`config.mk`:
```
export PLATFORM = sky130hd
export DESIGN_NAME = drbuf_top
export DESIGN_NICKNAME = d
export VERILOG_FILES = /design/src/design/drbuf_top.v /design/src/design/drbuf_sync.v /design/src/design/drbuf_edge.v
export VERILOG_INCLUDE_DIRS = /design/src /design/src/design
export SDC_FILE = /design/constraint.sdc
export NUM_CORES = 2
export LEC_CHECK = 0
export BUFFER_PORTS_ARGS = -buffer_cell sky130_fd_sc_hd__buf_2
export CAP_MARGIN = 20
export CORE_ASPECT_RATIO = 1.75
export CORE_MARGIN = 1
export CORE_UTILIZATION = 60
export CTS_CLUSTER_DIAMETER = 100
export DETAILED_ROUTE_END_ITERATION = 16
export PLACE_DENSITY = 0.76
export SLEW_MARGIN = 20
export SYNTH_ARGS = -nofsm -noshare
export SYNTH_HDL_FRONTEND = slang
export SYNTH_SLANG_ARGS = --single-unit
export TNS_END_PERCENT = 1
```
`constraint.sdc`:
```
create_clock -name clk_i -period 5.1 [get_ports clk_i]
set_input_delay 1.02 -clock clk_i [delete_from_list [all_inputs] [get_ports clk_i]]
set_output_delay 1.02 -clock clk_i [all_outputs]
set_load 0.01 [all_outputs]
```
`src/design/drbuf_map.vh`:
```
// Constants for the double row character buffer
`ifndef DRBUF_MAP_VH
`define DRBUF_MAP_VH
`define DRBUF_DEPTH 135
`define DRBUF_LAST 8'h86
`define DRBUF_MIN_LEN 2
`define DRBUF_AW 8
`define DRBUF_DW 8
`define DRBUF_PTR_RST 8'h00
`define DRBUF_SEL_RST 1'b0
`define DRBUF_PIPE_DEPTH 2
`endif

```
`src/design/drbuf_top.v`:
```
// Double row character buffer: two byte rows, one loaded while other is shown
// Notes on behaviour
// - two byte rows, length 2 to 135
// - write clock with both gates stores, advances
// - either gate low blocks write and advance
// - read enable loads output latch each read clock
// - read trailing edge advances pointer and pipeline
// - valid data two read clocks after enable
// - swap rows when swap and clear low
// - clear low zeroes read pointer next rise
// - clear during swap zeroes write pointer too
// - write full flag at 135, blocks writes
// - read end flag at 135, blocks reads
// - outputs float second read rise after flag
// - output enable low drives, high floats
// - clear falling edge caught, width irrelevant
`timescale 1ns/1ns
`include "drbuf_map.vh"
module drbuf_top #(
  parameter DEPTH = `DRBUF_DEPTH
) (
  // System clock and reset
  input wire clk_i,
  input wire rst_b_i,
  // Write side pins
  input wire wclk_i,
  input wire write_gate_a_i,
  input wire write_gate_b_i,
  input wire [7:0] row_byte_in_i,
  output reg write_full_flag_o,
  // Read side pins
  input wire rclk_i,
  input wire read_enable_i,
  input wire buffer_swap_n_i,
  input wire pointer_clear_n_i,
  input wire out_enable_n_i,
  output reg read_end_flag_o,
  // Data out, value and enable of a tri-state pin
  output reg [7:0] row_byte_out_o,
  output reg row_byte_out_oe_n_o
);
  localparam [7:0] LAST = `DRBUF_LAST;

  // Row memories
  reg [7:0] row_a [0:DEPTH-1];
  reg [7:0] row_b [0:DEPTH-1];

  // Synchronised pins
  wire wgate_a_s, wgate_b_s, ren_s, swap_n_s, clr_n_s, oe_n_s;
  wire [7:0] din_s;
  wire wrise, rrise, rfall;

  // Pointers and selection
  reg wsel_ff; // Row currently being written: 0 = A
  reg [7:0] wptr_ff, rptr_ff, nxt_wptr, nxt_rptr;
  reg clr_last_ff; // Previous clear level for edge
  reg clr_pend_ff; // Clear caught, waits for read rise
  reg swap_pend_ff; // Swap caught, waits for read rise
  reg swap_tog_ff; // Toggle on each swap, read side
  reg wswap_last_ff; // Write side copy of toggle
  wire swap_tog_s;
  reg rstop_ff; // Reading halted after last position
  reg [7:0] pipe_ff; // First pipeline stage
  reg [1:0] ren_pipe_ff; // Enable history for validity
  reg [1:0] float_cnt_ff; // Rises since read end flag
  reg wstop_ff; // Writing halted after last position

  // Increment used on both pointers
  // Saturates at the last slot so a full row never wraps onto slot zero
  function [7:0] drbuf_inc;
    input [7:0] p;
    begin
      drbuf_inc = (p == LAST) ? p : p + 8'h01;
    end
  endfunction

  // Clock edge finders
  drbuf_edge u_wedge (
    .clk_i(clk_i),
    .rst_b_i(rst_b_i),
    .lclk_i(wclk_i),
    .rise_o(wrise),
    .fall_o()
  );
  drbuf_edge u_redge (
    .clk_i(clk_i),
    .rst_b_i(rst_b_i),
    .lclk_i(rclk_i),
    .rise_o(rrise),
    .fall_o(rfall)
  );

  // Synchronisers for every pin input
  genvar gi;
  generate
    for (gi = 0; gi < 8; gi = gi + 1) begin : g_din
      drbuf_sync u_s (
        .clk_i(clk_i),
        .rst_b_i(rst_b_i),
        .d_i(row_byte_in_i[gi]),
        .q_o(din_s[gi])
      );
    end
  endgenerate
  // Write gates, active high
  drbuf_sync u_s_wa (
    .clk_i(clk_i),
    .rst_b_i(rst_b_i),
    .d_i(write_gate_a_i),
    .q_o(wgate_a_s)
  );

  drbuf_sync u_s_wb (
    .clk_i(clk_i),
    .rst_b_i(rst_b_i),
    .d_i(write_gate_b_i),
    .q_o(wgate_b_s)
  );

  // Read enable, active high
  drbuf_sync u_s_re (
    .clk_i(clk_i),
    .rst_b_i(rst_b_i),
    .d_i(read_enable_i),
    .q_o(ren_s)
  );

  // Swap and clear idle high; reset to that level so no false edge follows reset
  drbuf_sync #(
    .RST_VAL(1'b1)
  ) u_s_sw (
    .clk_i(clk_i),
    .rst_b_i(rst_b_i),
    .d_i(buffer_swap_n_i),
    .q_o(swap_n_s)
  );

  drbuf_sync #(
    .RST_VAL(1'b1)
  ) u_s_cl (
    .clk_i(clk_i),
    .rst_b_i(rst_b_i),
    .d_i(pointer_clear_n_i),
    .q_o(clr_n_s)
  );

  // Output enable, active low, idles low
  drbuf_sync u_s_oe (
    .clk_i(clk_i),
    .rst_b_i(rst_b_i),
    .d_i(out_enable_n_i),
    .q_o(oe_n_s)
  );

  // Swap toggle into write bookkeeping, kept as a proper crossing
  drbuf_sync u_s_tg (
    .clk_i(clk_i),
    .rst_b_i(rst_b_i),
    .d_i(swap_tog_ff),
    .q_o(swap_tog_s)
  );

  // Write gate condition
  wire wr_go = wrise & wgate_a_s & wgate_b_s & ~wstop_ff;
  wire swap_w = swap_tog_s ^ wswap_last_ff;

  // Next write pointer
  // Swap zeroes the pointer, else each gated write advances
  always @* begin
    nxt_wptr = wptr_ff;
    if (swap_w) begin
      nxt_wptr = `DRBUF_PTR_RST;
    end else if (wr_go) begin
      nxt_wptr = drbuf_inc(wptr_ff);
    end
  end

  // Write side state
  // A swap outranks a write; the gates should be low then anyway
  always @(posedge clk_i or negedge rst_b_i) begin
    if (!rst_b_i) begin
      wsel_ff <= `DRBUF_SEL_RST;
      wptr_ff <= `DRBUF_PTR_RST;
      wswap_last_ff <= 1'b0;
      wstop_ff <= 1'b0;
      write_full_flag_o <= 1'b0;
    end else begin
      wswap_last_ff <= swap_tog_s;
      wptr_ff <= nxt_wptr;
      if (swap_w) begin
        wsel_ff <= ~wsel_ff;
        wstop_ff <= 1'b0;
        write_full_flag_o <= 1'b0;
      end else if (wr_go) begin
        if (wptr_ff == LAST) begin
          wstop_ff <= 1'b1;
        end
        write_full_flag_o <= (wptr_ff == LAST);
      end else if (wrise & ~(wgate_a_s & wgate_b_s)) begin
        write_full_flag_o <= 1'b0;
      end
    end
  end

  // Row storage writes
  // A write landing in the swap cycle is dropped, the writer must wait
  always @(posedge clk_i) begin
    if (wr_go & ~swap_w) begin
      if (wsel_ff) begin
        row_b[wptr_ff] <= din_s;
      end else begin
        row_a[wptr_ff] <= din_s;
      end
    end
  end

  // Clear and swap capture on the read side
  // A clear fall seen between read rises is held until the next rise
  always @(posedge clk_i or negedge rst_b_i) begin
    if (!rst_b_i) begin
      clr_last_ff <= 1'b1;
      clr_pend_ff <= 1'b0;
      swap_pend_ff <= 1'b0;
      swap_tog_ff <= 1'b0;
    end else begin
      clr_last_ff <= clr_n_s;
      if (rrise) begin
        clr_pend_ff <= 1'b0;
        swap_pend_ff <= 1'b0;
        if (swap_pend_ff | (~swap_n_s & ~clr_n_s)) begin
          swap_tog_ff <= ~swap_tog_ff;
        end
      end else begin
        if (clr_last_ff & ~clr_n_s) begin
          clr_pend_ff <= 1'b1;
          if (~swap_n_s) begin
            swap_pend_ff <= 1'b1;
          end
        end
      end
    end
  end

  // Read row is the one not being written. While a swap is still on its
  // way to the write side the read side already shows the freshly loaded
  // row, so the displayed row never lags the swap by the crossing delay.
  wire rsel = (swap_tog_ff ^ wswap_last_ff) ? wsel_ff : ~wsel_ff;
  wire clr_now = rrise & (clr_pend_ff | ~clr_n_s);
  wire rd_go = rfall & ren_s & ~rstop_ff;

  // Next read pointer
  // Clear on a read rise, advance on a read fall
  always @* begin
    nxt_rptr = rptr_ff;
    if (clr_now) begin
      nxt_rptr = `DRBUF_PTR_RST;
    end else if (rd_go) begin
      nxt_rptr = drbuf_inc(rptr_ff);
    end
  end

  // Read side state and output pipeline
  always @(posedge clk_i or negedge rst_b_i) begin
    if (!rst_b_i) begin
      rptr_ff <= `DRBUF_PTR_RST;
      rstop_ff <= 1'b0;
      pipe_ff <= 8'h00;
      ren_pipe_ff <= 2'h0;
      float_cnt_ff <= 2'h0;
      read_end_flag_o <= 1'b0;
      row_byte_out_o <= 8'h00;
      row_byte_out_oe_n_o <= 1'b1;
    end else begin
      rptr_ff <= nxt_rptr;
      if (clr_now) begin
        rstop_ff <= 1'b0;
        read_end_flag_o <= 1'b0;
        float_cnt_ff <= 2'h0;
      end else if (rd_go) begin
        if (rptr_ff == LAST) begin
          rstop_ff <= 1'b1;
        end
        read_end_flag_o <= (rptr_ff == LAST);
      end
      if (rfall) begin
        pipe_ff <= rsel ? row_b[rptr_ff] : row_a[rptr_ff];
        ren_pipe_ff <= {ren_pipe_ff[0], ren_s & ~rstop_ff};
        if (ren_pipe_ff[0]) begin
          row_byte_out_o <= pipe_ff;
        end
      end
      // Count read rises after the end flag; float on the second
      if (rrise & read_end_flag_o & ~clr_now & (float_cnt_ff != 2'h2)) begin
        float_cnt_ff <= float_cnt_ff + 2'h1;
      end
      row_byte_out_oe_n_o <= oe_n_s | (float_cnt_ff == 2'h2);
    end
  end
endmodule

```
`src/design/drbuf_sync.v`:
```
// Two flip-flop synchroniser for one level
`timescale 1ns/1ns
module drbuf_sync #(
  parameter RST_VAL = 1'b0 // Level held in reset, the pin's idle level
) (
  // Clock and reset
  input wire clk_i,
  input wire rst_b_i,
  // Level in and out
  input wire d_i,
  output wire q_o
);
  reg meta_ff; // First stage, read only by second
  reg q_ff; // Second stage

  // Shift the level through two stages
  always @(posedge clk_i or negedge rst_b_i) begin
    if (!rst_b_i) begin
      meta_ff <= RST_VAL;
      q_ff <= RST_VAL;
    end else begin
      meta_ff <= d_i;
      q_ff <= meta_ff;
    end
  end
  assign q_o = q_ff;
endmodule

```
`src/design/drbuf_edge.v`:
```
// Synchronised link clock with rise and fall pulses
`timescale 1ns/1ns
module drbuf_edge (
  // Clock and reset
  input wire clk_i,
  input wire rst_b_i,
  // Raw clock from outside
  input wire lclk_i,
  // Edge pulses
  output reg rise_o,
  output reg fall_o
);
  wire lsync; // Synchronised level
  reg last_ff; // Previous synchronised level

  drbuf_sync u_sync (
    .clk_i(clk_i),
    .rst_b_i(rst_b_i),
    .d_i(lclk_i),
    .q_o(lsync)
  );

  // Remember last level
  always @(posedge clk_i or negedge rst_b_i) begin
    if (!rst_b_i) begin
      last_ff <= 1'b0;
    end else begin
      last_ff <= lsync;
    end
  end

  // Edge decode
  always @* begin
    rise_o = lsync & ~last_ff;
    fall_o = ~lsync & last_ff;
  end
endmodule

```
# --- Yosys cells after proc, flatten, opt, wreduce, memory -nomap -nowiden ---
# Memories as Yosys holds them, arrays and structs flattened.
# Index checks and enable logic that the tools add are counted.
op_classes:
  addsub: 3
  n_mul: 0
  n_div: 0
  n_lt_le_gt_ge: 0
  n_eq_ne: 7
  shifts: 0
  muxes: 32
  n_bitwise: 35
  n_reduce_logical: 14
op_table:
  columns: ["op", "n"]
  rows:
  - ["8-bit two-way mux", 7]
  - ["1-bit two-way mux", 23]
  - ["1-bit AND", 18]
  - ["8-bit by 1-bit adder with 8-bit output (second input constant)", 2]
  - ["8-bit equality test (second input constant)", 2]
  - ["2-bit AND reduction", 7]
  - ["1-bit inverter", 12]
  - ["2-bit nonzero test", 6]
  - ["2-bit inequality test (second input constant)", 4]
  - ["2-bit two-way mux", 2]
  - ["1-bit bitwise OR", 3]
  - ["3-bit nonzero test", 1]
  - ["2-bit by 1-bit adder with 2-bit output (second input constant)", 1]
  - ["2-bit equality test (second input constant)", 1]
  - ["1-bit bitwise XOR", 2]
word_totals:
  reg_bits: 82
  latch_bits: 0
  ramBits: 2160
  mem_bits_ro: 0
  out_inout_bits: 11
  wordCells: 146
  memories: 2
memory_table:
  columns: ["name", "depth", "width", "read_ports", "rd_ports_with_merged_regs", "wr", "line_no", "rtl"]
  rows:
  - ["row_a", 135, 8, 1, 0, 1, "drbuf_top.v:45", "reg [7:0] row_a [0:DEPTH-1];"]
  - ["row_b", 135, 8, 1, 0, 1, "drbuf_top.v:46", "reg [7:0] row_b [0:DEPTH-1];"]

# --- Longest topological paths before layout ---
depth:
  depth_word: 8
  mapped_depth: 13
  mapped_depth_nobuf: 8

# --- Modules after synthesis ---
# Synthesis repeated with hierarchy kept, for this count alone.
hier_totals:
  hier_cells: 4326
  area_unflattened_um2: 87441.4
by_module_without_submodules:
  columns: ["mod", "n_inst", "cells_each", "area_each_um2"]
  rows:
  - ["drbuf_top", 1, 4286, 86505.5]
  - ["drbuf_sync (g_din[0].u_s ...)", 15, 2, 50.0]
  - ["drbuf_sync (u_s_cl ...)", 2, 2, 52.6]
  - ["drbuf_edge", 2, 3, 40.0]

# --- Least setup slack after synthesis ---
# OpenSTA, ideal clock, no wires.
synth_timing:
  kind: "reg-to-reg"
  from: "reg g_din[0].u_s.q_ff"
  to: "mem row_a[0][0], data pin"
  arrival_ns: 3.326
  setup_slack_ns: 0.940
  stages_incl_launch_ff: 1
  path_buffers: 0
  path_cell_list: "dfrtp_1"
synth_rtl:
  columns: ["item", "line_no", "rtl"]
  rows:
  - ["start, declared", "drbuf_sync.v:14", "reg q_ff;"]
  - ["start signal, assigned", "drbuf_sync.v:23", "q_ff <= meta_ff;"]
  - ["end, declared", "drbuf_top.v:45", null]
# No word-level cell before the write port.

# --- Worst setup path in the final report ---
layout_timing:
  from: "reg rptr_ff[0]"
  to: "reg pipe_ff[5]"
layout_via:
  elab_chain_len: 2
layout_lines:
  columns: ["item", "line_no", "rtl"]
  rows:
  - ["start, declared", "drbuf_top.v:55", "reg [7:0] wptr_ff, rptr_ff, nxt_wptr, nxt_rptr;"]
  - ["start signal, assigned", "drbuf_top.v:265", "rptr_ff <= `DRBUF_PTR_RST;"]
  - ["start signal, assigned", "drbuf_top.v:274", "rptr_ff <= nxt_rptr;"]
  - ["memory 135 x 8 bit (on tied branches)", null, null]
  - ["8-bit two-way mux (*)", "drbuf_top.v:286", "pipe_ff <= rsel ? row_b[rptr_ff] : row_a[rptr_ff];"]
  - ["end signal, assigned", "drbuf_top.v:286", null]
  - ["end, declared", "drbuf_top.v:63", "reg [7:0] pipe_ff;"]
# Every way passes the cells marked *; elsewhere a longest branch is shown, timed or not.
# A chain may end at the register's enable or synchronous reset.

==> impl_results.md <==
- Lkg Pwr: 29.46 nW
- Core area: 143400 um2
- Hold Buf Count CTS: 0
- Worst Path Arrival: 4770 ps
- Grt ovf: 0
- Combinational cell fraction of total power: 0.134
- Fin cells: 6224
- Top Ports: 29
- F_max: between 200 and 250 MHz
- Antenna Violating Nets Remaining: 0
- Synthesized flop and latch total: about 2.2k
- Largest net degree at the start of global routing: 206
- Count of pins over their slew limit: 0
- Setup TNS: 0 ps
- Mapped Avg Cell Area: 21.28 um2
- Clock Skew: roughly 47 ps
- Max incr delay on CP: 790 ps
- Ys async rst share: 0.03657
- Layout area overhead: 10.06%
- Syn Nets: 4097
- Final Cycle Share: 0.8088
- Vias per cell: 6.910
- Internal Power: roughly 0.030 W
- Routed vias: 43.01k
- Seq. cell area: 66970 um2
- Hold Crit Class: in2async
- Crit path to: pipe_ff[5]
- Share of cells above drive strength 1: 0.2444
- # rows: 184
- Top FF cell, synth: edfxtp_1
- Post-layout minimum cycle time: 4125 ps
- IO Port Bufs: 28
- Kind of critical path: reg2reg
- Most common cell after layout, fill and taps aside: edfxtp_1
- Worst Reg2Reg Path Length in Cells: 9
- Post-CTS setup buffers: 0
- Crit. Startpoint: rptr_ff[0]
- Initial antenna violation count: 3
- Highest net fanout along the worst path: 57
- Most frequent cells in the layout: 2160 x edfxtp_1, 532 x mux4_2, 320 x nor2_1, 184 x clkbuf_16, 141 x nand2_1
- Die height: between 500 and 600 um
- Crit start category: flip-flop
- Max-cap violations: 0
- First-pass GRT wire length: approximately 310 mm
- Post-synth EDFFs: between 2k and 2.5k
- Inst Count DP: 5876
- Clk slew on worst S/H paths: roughly 70 ps
- CTS root buf: clkbuf_16
- P_sw: just under 0.01 W
- Post-DP HPWL: around 130 mm
- H-tree depth: 4
- Critical path's slowest cell: dfrtp_4
- Gp weighted congestion: roughly 0.90
- Max VDD drop: 373.3 uV
- Vias in the first global route: 43.87k
- Clk Latency, worst-skew pair: 830 ps
- Startpoint of the worst register-to-register path: rptr_ff[0]
- Final hold vios: 0
- RSZ-0062 raised after global routing: false
- Crit path max-delay family: compound AO/OA/AOI/OAI gates
- Residual DRC: 0
- Cell Area, Synth: 86650 um2
- First-iteration detailed-routing DRC count: 5817
- Die Area: about 150000 um2
- Setup violators final: 0
- Crit path buf inv count: 2
- Cell area power density: around 420 nW/um2
- Sequential area share after synthesis: 0.7723
- Max-slew headroom: 0.2626
- Critical Path RT: between 5000 and 6000 ps
- Measured slew at the worst slew-check pin: approximately 1100 ps
- FILL cells: 8592
- Post-layout net count: 4228
- # clock sinks: roughly 2.2k
- Sequential power share: 0.511
- WL final: 216.8 mm
- Worst setup EP type: flip-flop
- CTS Buffer Depth: 3
- Total CTS buffers: between 150 and 200
- Syn Inst Count: slightly above 4k
- Status: finished clean
- # resized after CTS: 0
- CP cell instances: buf_12 > buf_4 > mux4_2 > nand2_1 > a21oi_1 > nor4_1 > o221ai_1 > a221oi_2 > a311oi_1
- CP Depth: 9
- FF-to-FF End: pipe_ff[5]
- Clock power share: 0.354
- Drt pass-1 iters: 6
- Worst R2R Setup Slack: 980 ps
- CTS tree: built
- Multi-input gate area: 18410 um2
- Synth warn: 0
- Switching part of the total: 0.2448
- Die width: 289.3 um
- Post-synth cell types: 64
- Routed wire per std cell: 34.84 um
- GR Util All Layers: 0.3020
- Initial core utilization: 0.6041
==> registers in the layout (all words and copies together), names as in the netlist, 2 cells and up <==
register,count
float_cnt_ff,2
g_din.u_s.meta_ff,8
g_din.u_s.q_o,8
pipe_ff,8
row_a,1080
row_b,1080
row_byte_out_o,8
rptr_ff,8
wptr_ff,8
==> layout make-up <==
type	count	area share
Clock inverter	118	0.01271
Multi-Input combinational cell	1584	0.1930
Tap cell	1860	0.02440
Sequential cell	2242	0.7022
Timing Repair Buffer	181	0.01664
Clock buffer	223	0.05048
Inverter	10	0.0004198
Antenna cell	6	0.0001574
==> power groups by stage <==
stage          Sequential [W]  Combinational, W  Clock [W]
6_report               0.0205           0.00539     0.0142
5_1_grt                0.0205           0.00560     0.0149
4_1_cts                0.0205           0.00539     0.0143
2_1_floorplan          0.0209           0.00377          0
3_5_place_dp           0.0209           0.00535          0
3_3_place_gp           0.0209           0.00528          0
==> per-layer routing <==
metal	vias up	GRT usage	wire, um
met1	22330	0.3629	70440
li1	17080	-	-
met2	2929	0.5038	110600
met4	4	0.1905	16010
met5	-	0	24
met3	665	0.05420	19750
==> logic make-up after synthesis <==
| family | after synthesis | synth area share |
|---|---|---|
| XOR/XNOR | 19 | 0.001920 |
| flip-flops | 2242 | 0.7723 |
| AO/OA/AOI/OAI | 304 | 0.02432 |
| multiplexers | 669 | 0.1545 |
| buffers and inverters | 246 | 0.01723 |
| AND/OR/NAND/NOR | 585 | 0.02869 |
| adder cells (fa/ha/maj) | 7 | 0.001011 |
==> cell usage after synthesis, drive strengths merged (9+ instances only) <==
| cell | n | area (um2) |
|---|---|---|
| edfxtp | 2160 | 64860 |
| o21ai | 55 | 275.3 |
| nand3 | 31 | 155.2 |
| a221oi | 37 | 330.3 |
| xor2 | 11 | 96.34 |
| a22oi | 52 | 390.4 |
| a21oi | 50 | 250.2 |
| mux2 | 29 | 326.6 |
| a31oi | 9 | 56.30 |
| mux4 | 532 | 11980 |
| a22o | 30 | 262.8 |
| mux2i | 108 | 1081 |
| inv | 9 | 33.78 |
| nor2b | 10 | 62.56 |
| clkbuf | 86 | 322.8 |
| dfrtp | 76 | 1902 |
| buf | 150 | 1132 |
| o22ai | 28 | 175.2 |
| nand2 | 151 | 566.8 |
| nor2 | 323 | 1212 |
==> worst reg2reg max path, cell delays in order, from the launching register on <==
cell	delay, ps
dfrtp_4	790
buf_12	510
buf_4	330
mux4_2	520
nand2_1	100
a21oi_1	60
nor4_1	580
o221ai_1	520
a221oi_2	470
a311oi_1	90
==> metrics by stage <==
step | setup slack (ps) | hold WS [ps] | instance area [um2] | total power [W] | util
floorplan | 940.2 | 331.2 | 86650 | 0.02472 | -
global placement | 816.0 | 333.3 | 89230 | 0.02621 | 0.6221
detailed placement | 951.8 | 334.7 | 89300 | 0.02629 | 0.6226
CTS | 924.0 | 245.3 | 95330 | 0.04022 | 0.6646
global route | 832.1 | 273.5 | 95360 | 0.04106 | 0.6648
finish | 975.3 | 297.1 | 95370 | 0.04017 | 0.6649
==> worst min-delay path by stage <==
| stage | from | end | slack (ps) | cells after the start |
|---|---|---|---|---|
| after floorplan | g_din[0].u_s.meta_ff | g_din[0].u_s.q_o | 330 | 0 |
| after global placement | g_din[4].u_s.meta_ff | g_din[4].u_s.q_o | 330 | 0 |
| after detailed placement | g_din[5].u_s.meta_ff | g_din[5].u_s.q_o | 330 | 0 |
| after CTS | row_byte_in_i[6] | g_din[6].u_s.meta_ff | 250 | 1 |
| after global routing | row_byte_in_i[6] | g_din[6].u_s.meta_ff | 270 | 1 |
| final | rst_b_i | u_s_wb.meta_ff | 300 | 1 |
Power figures use the tool's default switching activity.
